**src/odc_pkg.sv**
```systemverilog
// Purpose: Shared types and constants for the OAM discovery control block
// Assumes: 10 MHz system clock
// Notes: Timer figures are kept in their own unit and converted to cycles
package odc_pkg;
   localparam int unsigned ODC_CLK_HZ = 10000000;
   localparam int unsigned ODC_LOST_LINK_S = 5;
   localparam int unsigned ODC_PDU_TIMER_S = 1;
   localparam int unsigned ODC_LOST_LINK_CYC = ODC_LOST_LINK_S * ODC_CLK_HZ;
   localparam int unsigned ODC_PDU_TIMER_CYC = ODC_PDU_TIMER_S * ODC_CLK_HZ;
   localparam logic [3:0] ODC_PDU_CNT_MAX = 4'hA;
   localparam logic [47:0] ODC_SLOW_MCAST = 48'h0180C2000002;
   localparam logic [15:0] ODC_SLOW_TYPE = 16'h8809;
   localparam logic [7:0] ODC_OAM_SUBTYPE = 8'h03;

   typedef enum logic [1:0] {ODC_LF_INFO, ODC_RX_INFO, ODC_INFO, ODC_ANY} odc_pdu_mode_t;
   typedef enum logic [1:0] {ODC_REQ_NONE, ODC_REQ_CRITICAL, ODC_REQ_NORMAL} odc_req_t;
   typedef enum logic [1:0] {ODC_TX_NONE, ODC_TX_LF_INFO, ODC_TX_INFO, ODC_TX_REQ} odc_tx_kind_t;
   typedef enum logic [1:0] {ODC_TLV_NONE, ODC_TLV_LOCAL, ODC_TLV_LOCAL_REMOTE} odc_tlv_t;

   // Parameters given by the OAM client
   typedef struct packed {
      logic link_ok;
      logic satisfied;
      logic unidirectional;
      logic remote_stable;
      logic remote_evaluating;
      logic remote_state_valid;
      logic dying_gasp;
      logic critical_event;
   } odc_client_t;

   // Header fields of a received frame
   typedef struct packed {
      logic valid;
      logic [47:0] dest;
      logic [15:0] len_type;
      logic [7:0] subtype;
      logic rx_ok;
      logic is_info;
      logic has_local_tlv;
   } odc_rx_t;

   // Transmit order handed to the multiplexer
   typedef struct packed {
      odc_tx_kind_t kind;
      odc_tlv_t tlvs;
      logic link_fault;
      logic dying_gasp;
      logic critical_event;
      logic local_stable;
      logic local_evaluating;
   } odc_tx_t;
endpackage : odc_pkg

```
**src/odc_discovery_control.sv**
```systemverilog
// Purpose: Discovery state machine and periodic OAMPDU transmit control
// Assumes: Client inputs and received header are synchronous to sys_clk
// Notes: One transmit order at a time; tx_ready paces orders from the multiplexer
`timescale 1ns/1ps
module odc_discovery_control import odc_pkg::*; #(
   parameter int unsigned LOST_LINK_CYCLES = ODC_LOST_LINK_CYC,
   parameter int unsigned PDU_TIMER_CYCLES = ODC_PDU_TIMER_CYC
) (
   input wire logic sys_clk,
   input wire logic reset,
   input wire logic oam_enable,
   input wire logic mode_active,
   input wire odc_client_t client,
   input wire odc_rx_t rx_hdr,
   input wire logic req_pending,
   input wire logic tx_ready,
   output odc_tx_t tx_order,
   output logic tx_valid,
   output odc_pdu_mode_t local_pdu,
   output logic local_stable,
   output logic local_evaluating,
   output logic lost_link_done,
   output logic rx_oampdu,
   output logic rx_to_client
);
   typedef enum logic [2:0] {
      ST_FAULT, ST_ACTIVE_SEND_LOCAL, ST_PASSIVE_WAIT,
      ST_SEND_LOCAL_REMOTE, ST_SEND_LOCAL_REMOTE_OK, ST_SEND_ANY
   } odc_disc_state_t;
   typedef enum logic [1:0] {TX_RESET, TX_WAIT, TX_SEND} odc_tx_state_t;

   if (LOST_LINK_CYCLES < 2 || PDU_TIMER_CYCLES < 2) begin : g_short_timer
      $error("timer counts too small");
   end
   if (LOST_LINK_CYCLES <= PDU_TIMER_CYCLES) begin : g_timer_order
      $error("lost link must outlast pdu timer");
   end

   odc_disc_state_t state, next_state;
   odc_tx_state_t tx_state, next_tx_state;
   logic [3:0] pdu_cnt;
   logic sent_in_window;
   logic tx_critical;

   // Internal OAM reset while sublayer reset or disabled
   wire oam_begin = reset || !oam_enable;

   // Frame qualification
   wire is_oampdu = rx_hdr.valid && (rx_hdr.dest == ODC_SLOW_MCAST) &&
                    (rx_hdr.len_type == ODC_SLOW_TYPE) && (rx_hdr.subtype == ODC_OAM_SUBTYPE);
   wire good_rx = is_oampdu && rx_hdr.rx_ok;
   wire good_info = good_rx && rx_hdr.is_info;
   wire rx_local_tlv = good_info && rx_hdr.has_local_tlv;

   // Peer state arrives only through client flags
   wire peer_known = client.remote_state_valid;
   wire peer_ok = client.remote_stable && !client.remote_evaluating;

   // Pending request class
   wire crit_flags = client.dying_gasp || !client.link_ok || client.critical_event;
   odc_req_t pdu_req;
   assign pdu_req = !req_pending ? ODC_REQ_NONE : (crit_flags ? ODC_REQ_CRITICAL : ODC_REQ_NORMAL);

   // Valid request terms
   wire valid_normal = (local_pdu != ODC_RX_INFO) && (pdu_req == ODC_REQ_NORMAL) && (pdu_cnt != 4'h0);
   wire valid_crit = (local_pdu == ODC_ANY) && (pdu_req == ODC_REQ_CRITICAL);
   wire valid_pdu_req = valid_normal || valid_crit;

   // Timers derived from clock rate
   logic pdu_timer_done;
   wire pdu_timer_start = (tx_state == TX_RESET);
   // Lost-link timer starts on leaving fault and restarts on each good OAMPDU
   wire lost_start = (state == ST_FAULT) ? (next_state != ST_FAULT) : good_rx;
   wire lost_stop = (next_state == ST_FAULT);

   odc_timer #(.CYCLES(LOST_LINK_CYCLES)) u_lost_timer (
      .sys_clk(sys_clk),
      .reset(oam_begin),
      .start(lost_start),
      .stop(lost_stop),
      .done(lost_link_done)
   );

   odc_timer #(.CYCLES(PDU_TIMER_CYCLES)) u_pdu_timer (
      .sys_clk(sys_clk),
      .reset(oam_begin),
      .start(pdu_timer_start),
      .stop(1'b0),
      .done(pdu_timer_done)
   );

   // Discovery next state
   always_comb begin
      next_state = state;
      case (state)
         // Hold fault while link fails
         ST_FAULT: begin
            if (client.link_ok) begin
               next_state = mode_active ? ST_ACTIVE_SEND_LOCAL : ST_PASSIVE_WAIT;
            end
         end
         ST_ACTIVE_SEND_LOCAL, ST_PASSIVE_WAIT: begin
            if (rx_local_tlv || peer_known) begin
               next_state = ST_SEND_LOCAL_REMOTE;
            end
         end
         ST_SEND_LOCAL_REMOTE: begin
            if (peer_known && client.satisfied) begin
               next_state = ST_SEND_LOCAL_REMOTE_OK;
            end
         end
         ST_SEND_LOCAL_REMOTE_OK: begin
            if (!client.satisfied) begin
               next_state = ST_SEND_LOCAL_REMOTE;
            end else if (peer_ok) begin
               next_state = ST_SEND_ANY;
            end
         end
         ST_SEND_ANY: begin
            if (!client.satisfied) begin
               next_state = ST_SEND_LOCAL_REMOTE;
            end else if (!peer_ok) begin
               next_state = ST_SEND_LOCAL_REMOTE_OK;
            end
         end
         default: next_state = ST_FAULT;
      endcase
      // Global return to fault
      if (lost_link_done || !client.link_ok) begin
         next_state = ST_FAULT;
      end
   end

   always_ff @(posedge sys_clk) begin
      if (oam_begin) begin
         state <= ST_FAULT;
      end else begin
         state <= next_state;
      end
   end

   // Mode and Discovery flags per state
   always_ff @(posedge sys_clk) begin
      if (oam_begin) begin
         local_pdu <= ODC_RX_INFO;
         local_stable <= 1'b0;
         local_evaluating <= 1'b1;
      end else begin
         case (next_state)
            ST_FAULT: begin
               local_pdu <= client.link_ok ? ODC_RX_INFO : ODC_LF_INFO;
               local_stable <= 1'b0;
               local_evaluating <= 1'b1;
            end
            ST_ACTIVE_SEND_LOCAL, ST_SEND_LOCAL_REMOTE: begin
               local_pdu <= ODC_INFO;
               local_stable <= 1'b0;
               local_evaluating <= !peer_known;
            end
            ST_PASSIVE_WAIT: begin
               local_pdu <= ODC_RX_INFO;
               local_stable <= 1'b0;
               local_evaluating <= 1'b1;
            end
            ST_SEND_LOCAL_REMOTE_OK: begin
               local_pdu <= ODC_INFO;
               local_stable <= 1'b1;
               local_evaluating <= 1'b0;
            end
            ST_SEND_ANY: begin
               local_pdu <= ODC_ANY;
               local_stable <= 1'b1;
               local_evaluating <= 1'b0;
            end
            default: begin
               local_pdu <= ODC_RX_INFO;
               local_stable <= 1'b0;
               local_evaluating <= 1'b1;
            end
         endcase
      end
   end

   // Transmit process: request or timer keepalive
   wire keepalive = pdu_timer_done && !sent_in_window && !valid_pdu_req && (local_pdu != ODC_RX_INFO);
   always_comb begin
      next_tx_state = tx_state;
      case (tx_state)
         TX_RESET: next_tx_state = TX_WAIT;
         TX_WAIT: begin
            if (valid_pdu_req || keepalive) begin
               next_tx_state = TX_SEND;
            end else if (pdu_timer_done) begin
               next_tx_state = TX_RESET;
            end
         end
         TX_SEND: begin
            // An order caught by a fall to RX_INFO is dropped, or it would stand forever
            if (local_pdu == ODC_RX_INFO) begin
               next_tx_state = TX_RESET;
            end else if (tx_ready) begin
               next_tx_state = pdu_timer_done ? TX_RESET : TX_WAIT;
            end
         end
         default: next_tx_state = TX_RESET;
      endcase
   end

   // Order contents by local_pdu and Discovery state
   odc_tx_t next_order;
   always_comb begin
      next_order = '0;
      next_order.link_fault = !client.link_ok;
      next_order.dying_gasp = client.dying_gasp;
      next_order.critical_event = client.critical_event;
      next_order.local_stable = local_stable;
      next_order.local_evaluating = local_evaluating;
      if (local_pdu == ODC_LF_INFO) begin
         next_order.kind = ODC_TX_LF_INFO;
         next_order.tlvs = ODC_TLV_NONE;
         next_order.link_fault = 1'b1;
      end else begin
         next_order.kind = (local_pdu == ODC_ANY && !keepalive) ? ODC_TX_REQ : ODC_TX_INFO;
         next_order.tlvs = (state == ST_ACTIVE_SEND_LOCAL) ? ODC_TLV_LOCAL : ODC_TLV_LOCAL_REMOTE;
      end
   end

   always_ff @(posedge sys_clk) begin
      if (oam_begin) begin
         tx_state <= TX_RESET;
         tx_order <= '0;
         tx_critical <= 1'b0;
      end else begin
         tx_state <= next_tx_state;
         if (tx_state == TX_WAIT && next_tx_state == TX_SEND) begin
            tx_order <= next_order;
            tx_critical <= valid_crit && !valid_normal;
         end
      end
   end

   assign tx_valid = (tx_state == TX_SEND) && (local_pdu != ODC_RX_INFO);

   // Rate cap: reload on transmit reset, decrement on non-critical send
   always_ff @(posedge sys_clk) begin
      if (oam_begin || tx_state == TX_RESET) begin
         pdu_cnt <= ODC_PDU_CNT_MAX;
         sent_in_window <= 1'b0;
      end else if (tx_valid && tx_ready) begin
         sent_in_window <= 1'b1;
         if (!tx_critical && pdu_cnt != 4'h0) begin
            pdu_cnt <= pdu_cnt - 4'h1;
         end
      end
   end

   // Receive pass filter: Information always, others only in ANY
   always_ff @(posedge sys_clk) begin
      if (oam_begin) begin
         rx_oampdu <= 1'b0;
         rx_to_client <= 1'b0;
      end else begin
         rx_oampdu <= good_rx;
         rx_to_client <= good_rx && (rx_hdr.is_info || local_pdu == ODC_ANY);
      end
   end

   chk_fault_on_fail: assert property (@(posedge sys_clk) disable iff (oam_begin)
      !client.link_ok |=> state == ST_FAULT && local_pdu == ODC_LF_INFO) else $error("link fail not faulted");
   chk_rx_info_quiet: assert property (@(posedge sys_clk) disable iff (oam_begin)
      local_pdu == ODC_RX_INFO |-> !tx_valid) else $error("sent under RX_INFO");
   chk_any_needs_stable: assert property (@(posedge sys_clk) disable iff (oam_begin)
      local_pdu == ODC_ANY |-> local_stable && !local_evaluating) else $error("ANY without stable");
   chk_cnt_bound: assert property (@(posedge sys_clk) disable iff (oam_begin)
      pdu_cnt <= ODC_PDU_CNT_MAX) else $error("pdu count above cap");
   chk_cnt_reload: assert property (@(posedge sys_clk) disable iff (oam_begin)
      tx_state == TX_RESET |=> pdu_cnt == ODC_PDU_CNT_MAX) else $error("count not reloaded");
   chk_lost_expiry: assert property (@(posedge sys_clk) disable iff (oam_begin)
      lost_link_done |=> state == ST_FAULT) else $error("lost link not faulted");
   chk_lf_no_tlv: assert property (@(posedge sys_clk) disable iff (oam_begin)
      tx_valid && tx_order.kind == ODC_TX_LF_INFO |-> tx_order.tlvs == ODC_TLV_NONE && tx_order.link_fault)
      else $error("link fault order carries TLVs");
   chk_passive_silent: assert property (@(posedge sys_clk) disable iff (oam_begin)
      state == ST_PASSIVE_WAIT && $past(state) == ST_PASSIVE_WAIT |-> !tx_valid) else $error("passive sent early");
   chk_fault_unstable: assert property (@(posedge sys_clk) disable iff (oam_begin)
      state == ST_FAULT |-> !local_stable) else $error("stable set in fault");
endmodule : odc_discovery_control

```
**src/odc_timer.sv**
```systemverilog
// Purpose: Stoppable one-shot timer with a done level
// Assumes: start and stop come from logic on sys_clk
// Notes: Done holds until restarted or stopped
`timescale 1ns/1ps
module odc_timer import odc_pkg::*; #(
   parameter int unsigned CYCLES = 10
) (
   input wire logic sys_clk,
   input wire logic reset,
   input wire logic start,
   input wire logic stop,
   output logic done
);
   localparam int W = $clog2(CYCLES + 1);
   logic [W-1:0] count;
   logic running;

   if (CYCLES < 2) begin : g_short_count
      $error("odc_timer needs at least two cycles");
   end

   // Stop clears the count and halts it until the next start
   always_ff @(posedge sys_clk) begin
      if (reset || stop) begin
         count <= '0;
         running <= 1'b0;
         done <= 1'b0;
      end else if (start) begin
         count <= W'(CYCLES - 1);
         running <= 1'b1;
         done <= 1'b0;
      end else if (running) begin
         count <= count - 1'b1;
         running <= (count != '0);
         done <= (count == '0);
      end
   end

   chk_stop_clears: assert property (@(posedge sys_clk) disable iff (reset)
      stop |=> !done && !running) else $error("timer not cleared by stop");
endmodule : odc_timer
```
**config.mk**
```make
export PLATFORM = sky130hd
export DESIGN_NAME = odc_discovery_control
export DESIGN_NICKNAME = d
export VERILOG_FILES = /design/src/odc_pkg.sv /design/src/odc_discovery_control.sv /design/src/odc_timer.sv
export SDC_FILE = /design/constraint.sdc
export NUM_CORES = 1
export LEC_CHECK = 0
export BUFFER_PORTS_ARGS = -buffer_cell sky130_fd_sc_hd__clkbuf_2
export CAP_MARGIN = 20
export CORE_ASPECT_RATIO = 0.6
export CORE_MARGIN = 2
export CORE_UTILIZATION = 53
export DETAILED_ROUTE_END_ITERATION = 10
export PLACE_DENSITY = 0.8
export SYNTH_ARGS = -nofsm -noshare
export SYNTH_HDL_FRONTEND = slang
export SYNTH_SLANG_ARGS = --single-unit
```
**constraint.sdc**
```tcl
create_clock -name sys_clk -period 2.5 [get_ports sys_clk]
set_input_delay 0.5 -clock sys_clk [delete_from_list [all_inputs] [get_ports sys_clk]]
set_output_delay 0.5 -clock sys_clk [all_outputs]
set_load 0.02 [all_outputs]
```
==> results.toml <==
[outcome]
status = "finished clean"

[clock_network]
cts_setup_buffers = 0
tritoncts = "built"
cts-resized-gates = 0
holdBufCountCts = 0
cts_max_level = 3
root_buffer = "sky130_fd_sc_hd__clkbuf_16"
clock_insertion_delay_worst_skew_ps = 330
clock_path_buffers = 2
clock_sinks = 80
clkSlewWorstSetupHoldPaths_ps = 60
cts_made_buffers = 9

[layout]
layout_common_cells = "105 x sky130_fd_sc_hd__clkbuf_2, 80 x sky130_fd_sc_hd__dfxtp_1, 65 x sky130_fd_sc_hd__nor2_1"
fin_cells = 711
area_delta_synth_final_pct = 23.54
layout.filler_cells = 590
ratio_of_cells_with_drive_above_1_in_the_final_layout_pct = 24.22
layout_commonest_cell = "sky130_fd_sc_hd__clkbuf_2"
ant_diodes = 0
design.final.nets = 696

[grt]
grt_antenna_before_repair = 0
grt_start_max_net_pins = 23
globalRouteTotalUtil_pct = 26.26
number_of_global_route_vias_before_repair = 3864
grt_first_pass_wirelength_mm = 18.11
globalRoute.totalOverflow = 0

[routing]
drc = 0
vias = 4223
maxUsedRoutingLayer = "met4"
met1_length_mm = 5.123
routed_via_density = 5.940
route.met3.wl_um = 877
wire_per_inst_um = 16.12
routed_wl_mm = 11.46
dr.pass1.iters = 5
dr.first_iter.drc_count = 316
routed-wl-met2_mm = 5.219
postRouteAntennaNets = 0

[synthesis]
synth_warnings = 0
synthFlopType = "sky130_fd_sc_hd__dfxtp_1"
postSynthRegisterBits = 80
synthesis.area_per_instance_um2 = 8.390
synth.lib_cells_used.distinct = 58
netlist_area_um2 = 4161
synthesis.instances = 496
sequential_share_of_the_synthesized_area_pct = 38.48
netlist.top_cell.by_area = "sky130_fd_sc_hd__dfxtp_1"
synthArstFlopShare_pct = 0
synth_enable_flop_cells = 0
netlist.area_leader.share_pct = 38.48
synth.top_cells.by_area = "sky130_fd_sc_hd__dfxtp_1 38%, sky130_fd_sc_hd__nor2_1 5.9%, sky130_fd_sc_hd__xnor2_1 5.5%, sky130_fd_sc_hd__nor4_1 4.7%, sky130_fd_sc_hd__xor2_1 3.8%"
postSynthNetCount = 589

[sta]
final.setup_skew_ps = 6.722
hold_violations = 0
finalSetupViolations = 0
worst_slew_pin_slew_ps = 681.3
postLayoutSetupSlackWorst_ps = 313.5
slew_violations = 0
final.hold.worst_slack_ps = 450.5
period_share_pct = 87.46
unrepaired_setup_endpoints_after_global_routing = "no"
worst_slew_margin_rel_pct = 54.16
totalNegativeSetupSlack_ps = 0
period_needed_ps = 2186
fmaxAchievable_mhz = 457.4

[setup_path]
critical_path.startpoint = "u_lost_timer.count[3]"
start_kind = "register"
worstSetupEndpointType = "register"
reg2reg_slack_ps = 310
timing.setup.critical_path_class = "reg2reg"
worst-endpoint-required_ps = 2690
critical_path.reg2reg.endpoint = "u_lost_timer.count[14]"
worst-endpoint-arrival_ps = 2380
worstRegToRegCells = 5
critical_path.max_fanout = 6
timing.rr.start = "u_lost_timer.count[3]"
crit_path_end = "u_lost_timer.count[14]"

[die]
rows = 24
die_area_um2 = 8600
die_h_um = 72.64
start_util_pct = 55.88
die_width_um = 118.4
fp.coreArea_um2 = 7447
io_pins = 107

[placement]
place.gp.congestion = 0.8357
place.detailed.instances = 696
place_ws_ps = 254.7
dp_hpwl_mm = 8.538
port-buffer-count = 105

[power]
power_density_nw_per_um2 = 601.4
irDropWorstVdd_v = 0.0003823
leakagePower_nw = 2.039
power.total_w = 0.003092

[hold_path]
holdCritPathClass = "in2reg"

[run]
maxCapViolCount = 0
-- worst min-delay path by stage --
stage	end	from	cells after the start	slack (ps)
global placement	u_pdu_timer.done	u_pdu_timer.done	1	460
floorplan	sent_in_window	sent_in_window	2	450
finish	tx_order[3]	client[1]	3	450
CTS	tx_order[3]	client[1]	3	450
detailed placement	pdu_cnt[3]	pdu_cnt[3]	2	470
global route	tx_order[3]	client[1]	3	470
-- worst max-delay path, cell delays in order (launching register included) --
cell	delay (ps)
sky130_fd_sc_hd__dfxtp_1	360
sky130_fd_sc_hd__or4_4	590
sky130_fd_sc_hd__nor4_1	630
sky130_fd_sc_hd__nand2_1	150
sky130_fd_sc_hd__xor2_1	200
sky130_fd_sc_hd__a31oi_1	110
-- state kept, by name, summed over array words and instances (netlist names), 2 cells and up --
| signal | cells |
|---|---|
| local_pdu | 2 |
| pdu_cnt | 4 |
| state | 3 |
| tx_order | 9 |
| tx_state | 2 |
| u_lost_timer.count | 26 |
| u_pdu_timer.count | 24 |
-- metal layers --
layer  global-route usage (%)  vias up
met3                    5.938       30
met2                    45.09      183
met1                    33.76     1975
met4                    7.672        0
li1                         -     2035
met5                        0        -
-- synth_stat cells (5+ instances only) --
library cell / instances
sky130_fd_sc_hd__o21ai_0: 9
sky130_fd_sc_hd__xnor2_1: 26
sky130_fd_sc_hd__inv_1: 12
sky130_fd_sc_hd__nor3_1: 28
sky130_fd_sc_hd__nand2_1: 32
sky130_fd_sc_hd__mux2i_1: 10
sky130_fd_sc_hd__nand4b_1: 5
sky130_fd_sc_hd__nand2b_1: 6
sky130_fd_sc_hd__clkbuf_1: 17
sky130_fd_sc_hd__a211oi_1: 5
sky130_fd_sc_hd__xor2_1: 18
sky130_fd_sc_hd__nor2_1: 65
sky130_fd_sc_hd__a31oi_1: 15
sky130_fd_sc_hd__nand4_1: 7
sky130_fd_sc_hd__nand3_1: 16
sky130_fd_sc_hd__a21oi_1: 25
sky130_fd_sc_hd__nor4_1: 31
sky130_fd_sc_hd__nand3b_1: 7
sky130_fd_sc_hd__dfxtp_1: 80
sky130_fd_sc_hd__nor4b_1: 10
-- where the power goes --
part | total [W] | internal, W | switching, W
combinational | 0.000369 | 0.000164 | 0.000205
sequential | 0.00134 | 0.00131 | 0.0000358
clock | 0.00138 | 0.000870 | 0.000508
total | 0.00309 | 0.00234 | 0.000749
-- final cells by class --
cell class	count	area (um^2)	share of cell area [%]
inverters	12	45.04	0.8761
clock inverters	5	82.58	1.606
well taps	104	130.1	2.531
clock buffers	10	229.0	4.454
multi-input cells	381	2422	47.12
repair buffers	119	630.6	12.27
flip-flops and latches	80	1602	31.15
-- cells by family after synthesis --
| family | after synthesis | share of synthesized area [%] |
|---|---|---|
| AND/OR/NAND/NOR | 249 | 33.85 |
| flip-flops | 80 | 38.48 |
| AO/OA/AOI/OAI | 75 | 11.79 |
| XOR/XNOR | 44 | 9.260 |
| buffers and inverters | 35 | 3.307 |
| multiplexers | 10 | 2.405 |
| adder cells (fa/ha/maj) | 3 | 0.9021 |
-- through the flow --
step / cell area, um^2 / util [%]
3_3_place_gp: 4830 / 64.85
2_1_floorplan: 4161 / -
5_1_grt: 5141 / 69.04
4_1_cts: 5141 / 69.04
6_report: 5141 / 69.04
3_5_place_dp: 4830 / 64.85
Note: power is estimated with default switching activity, not from simulation.
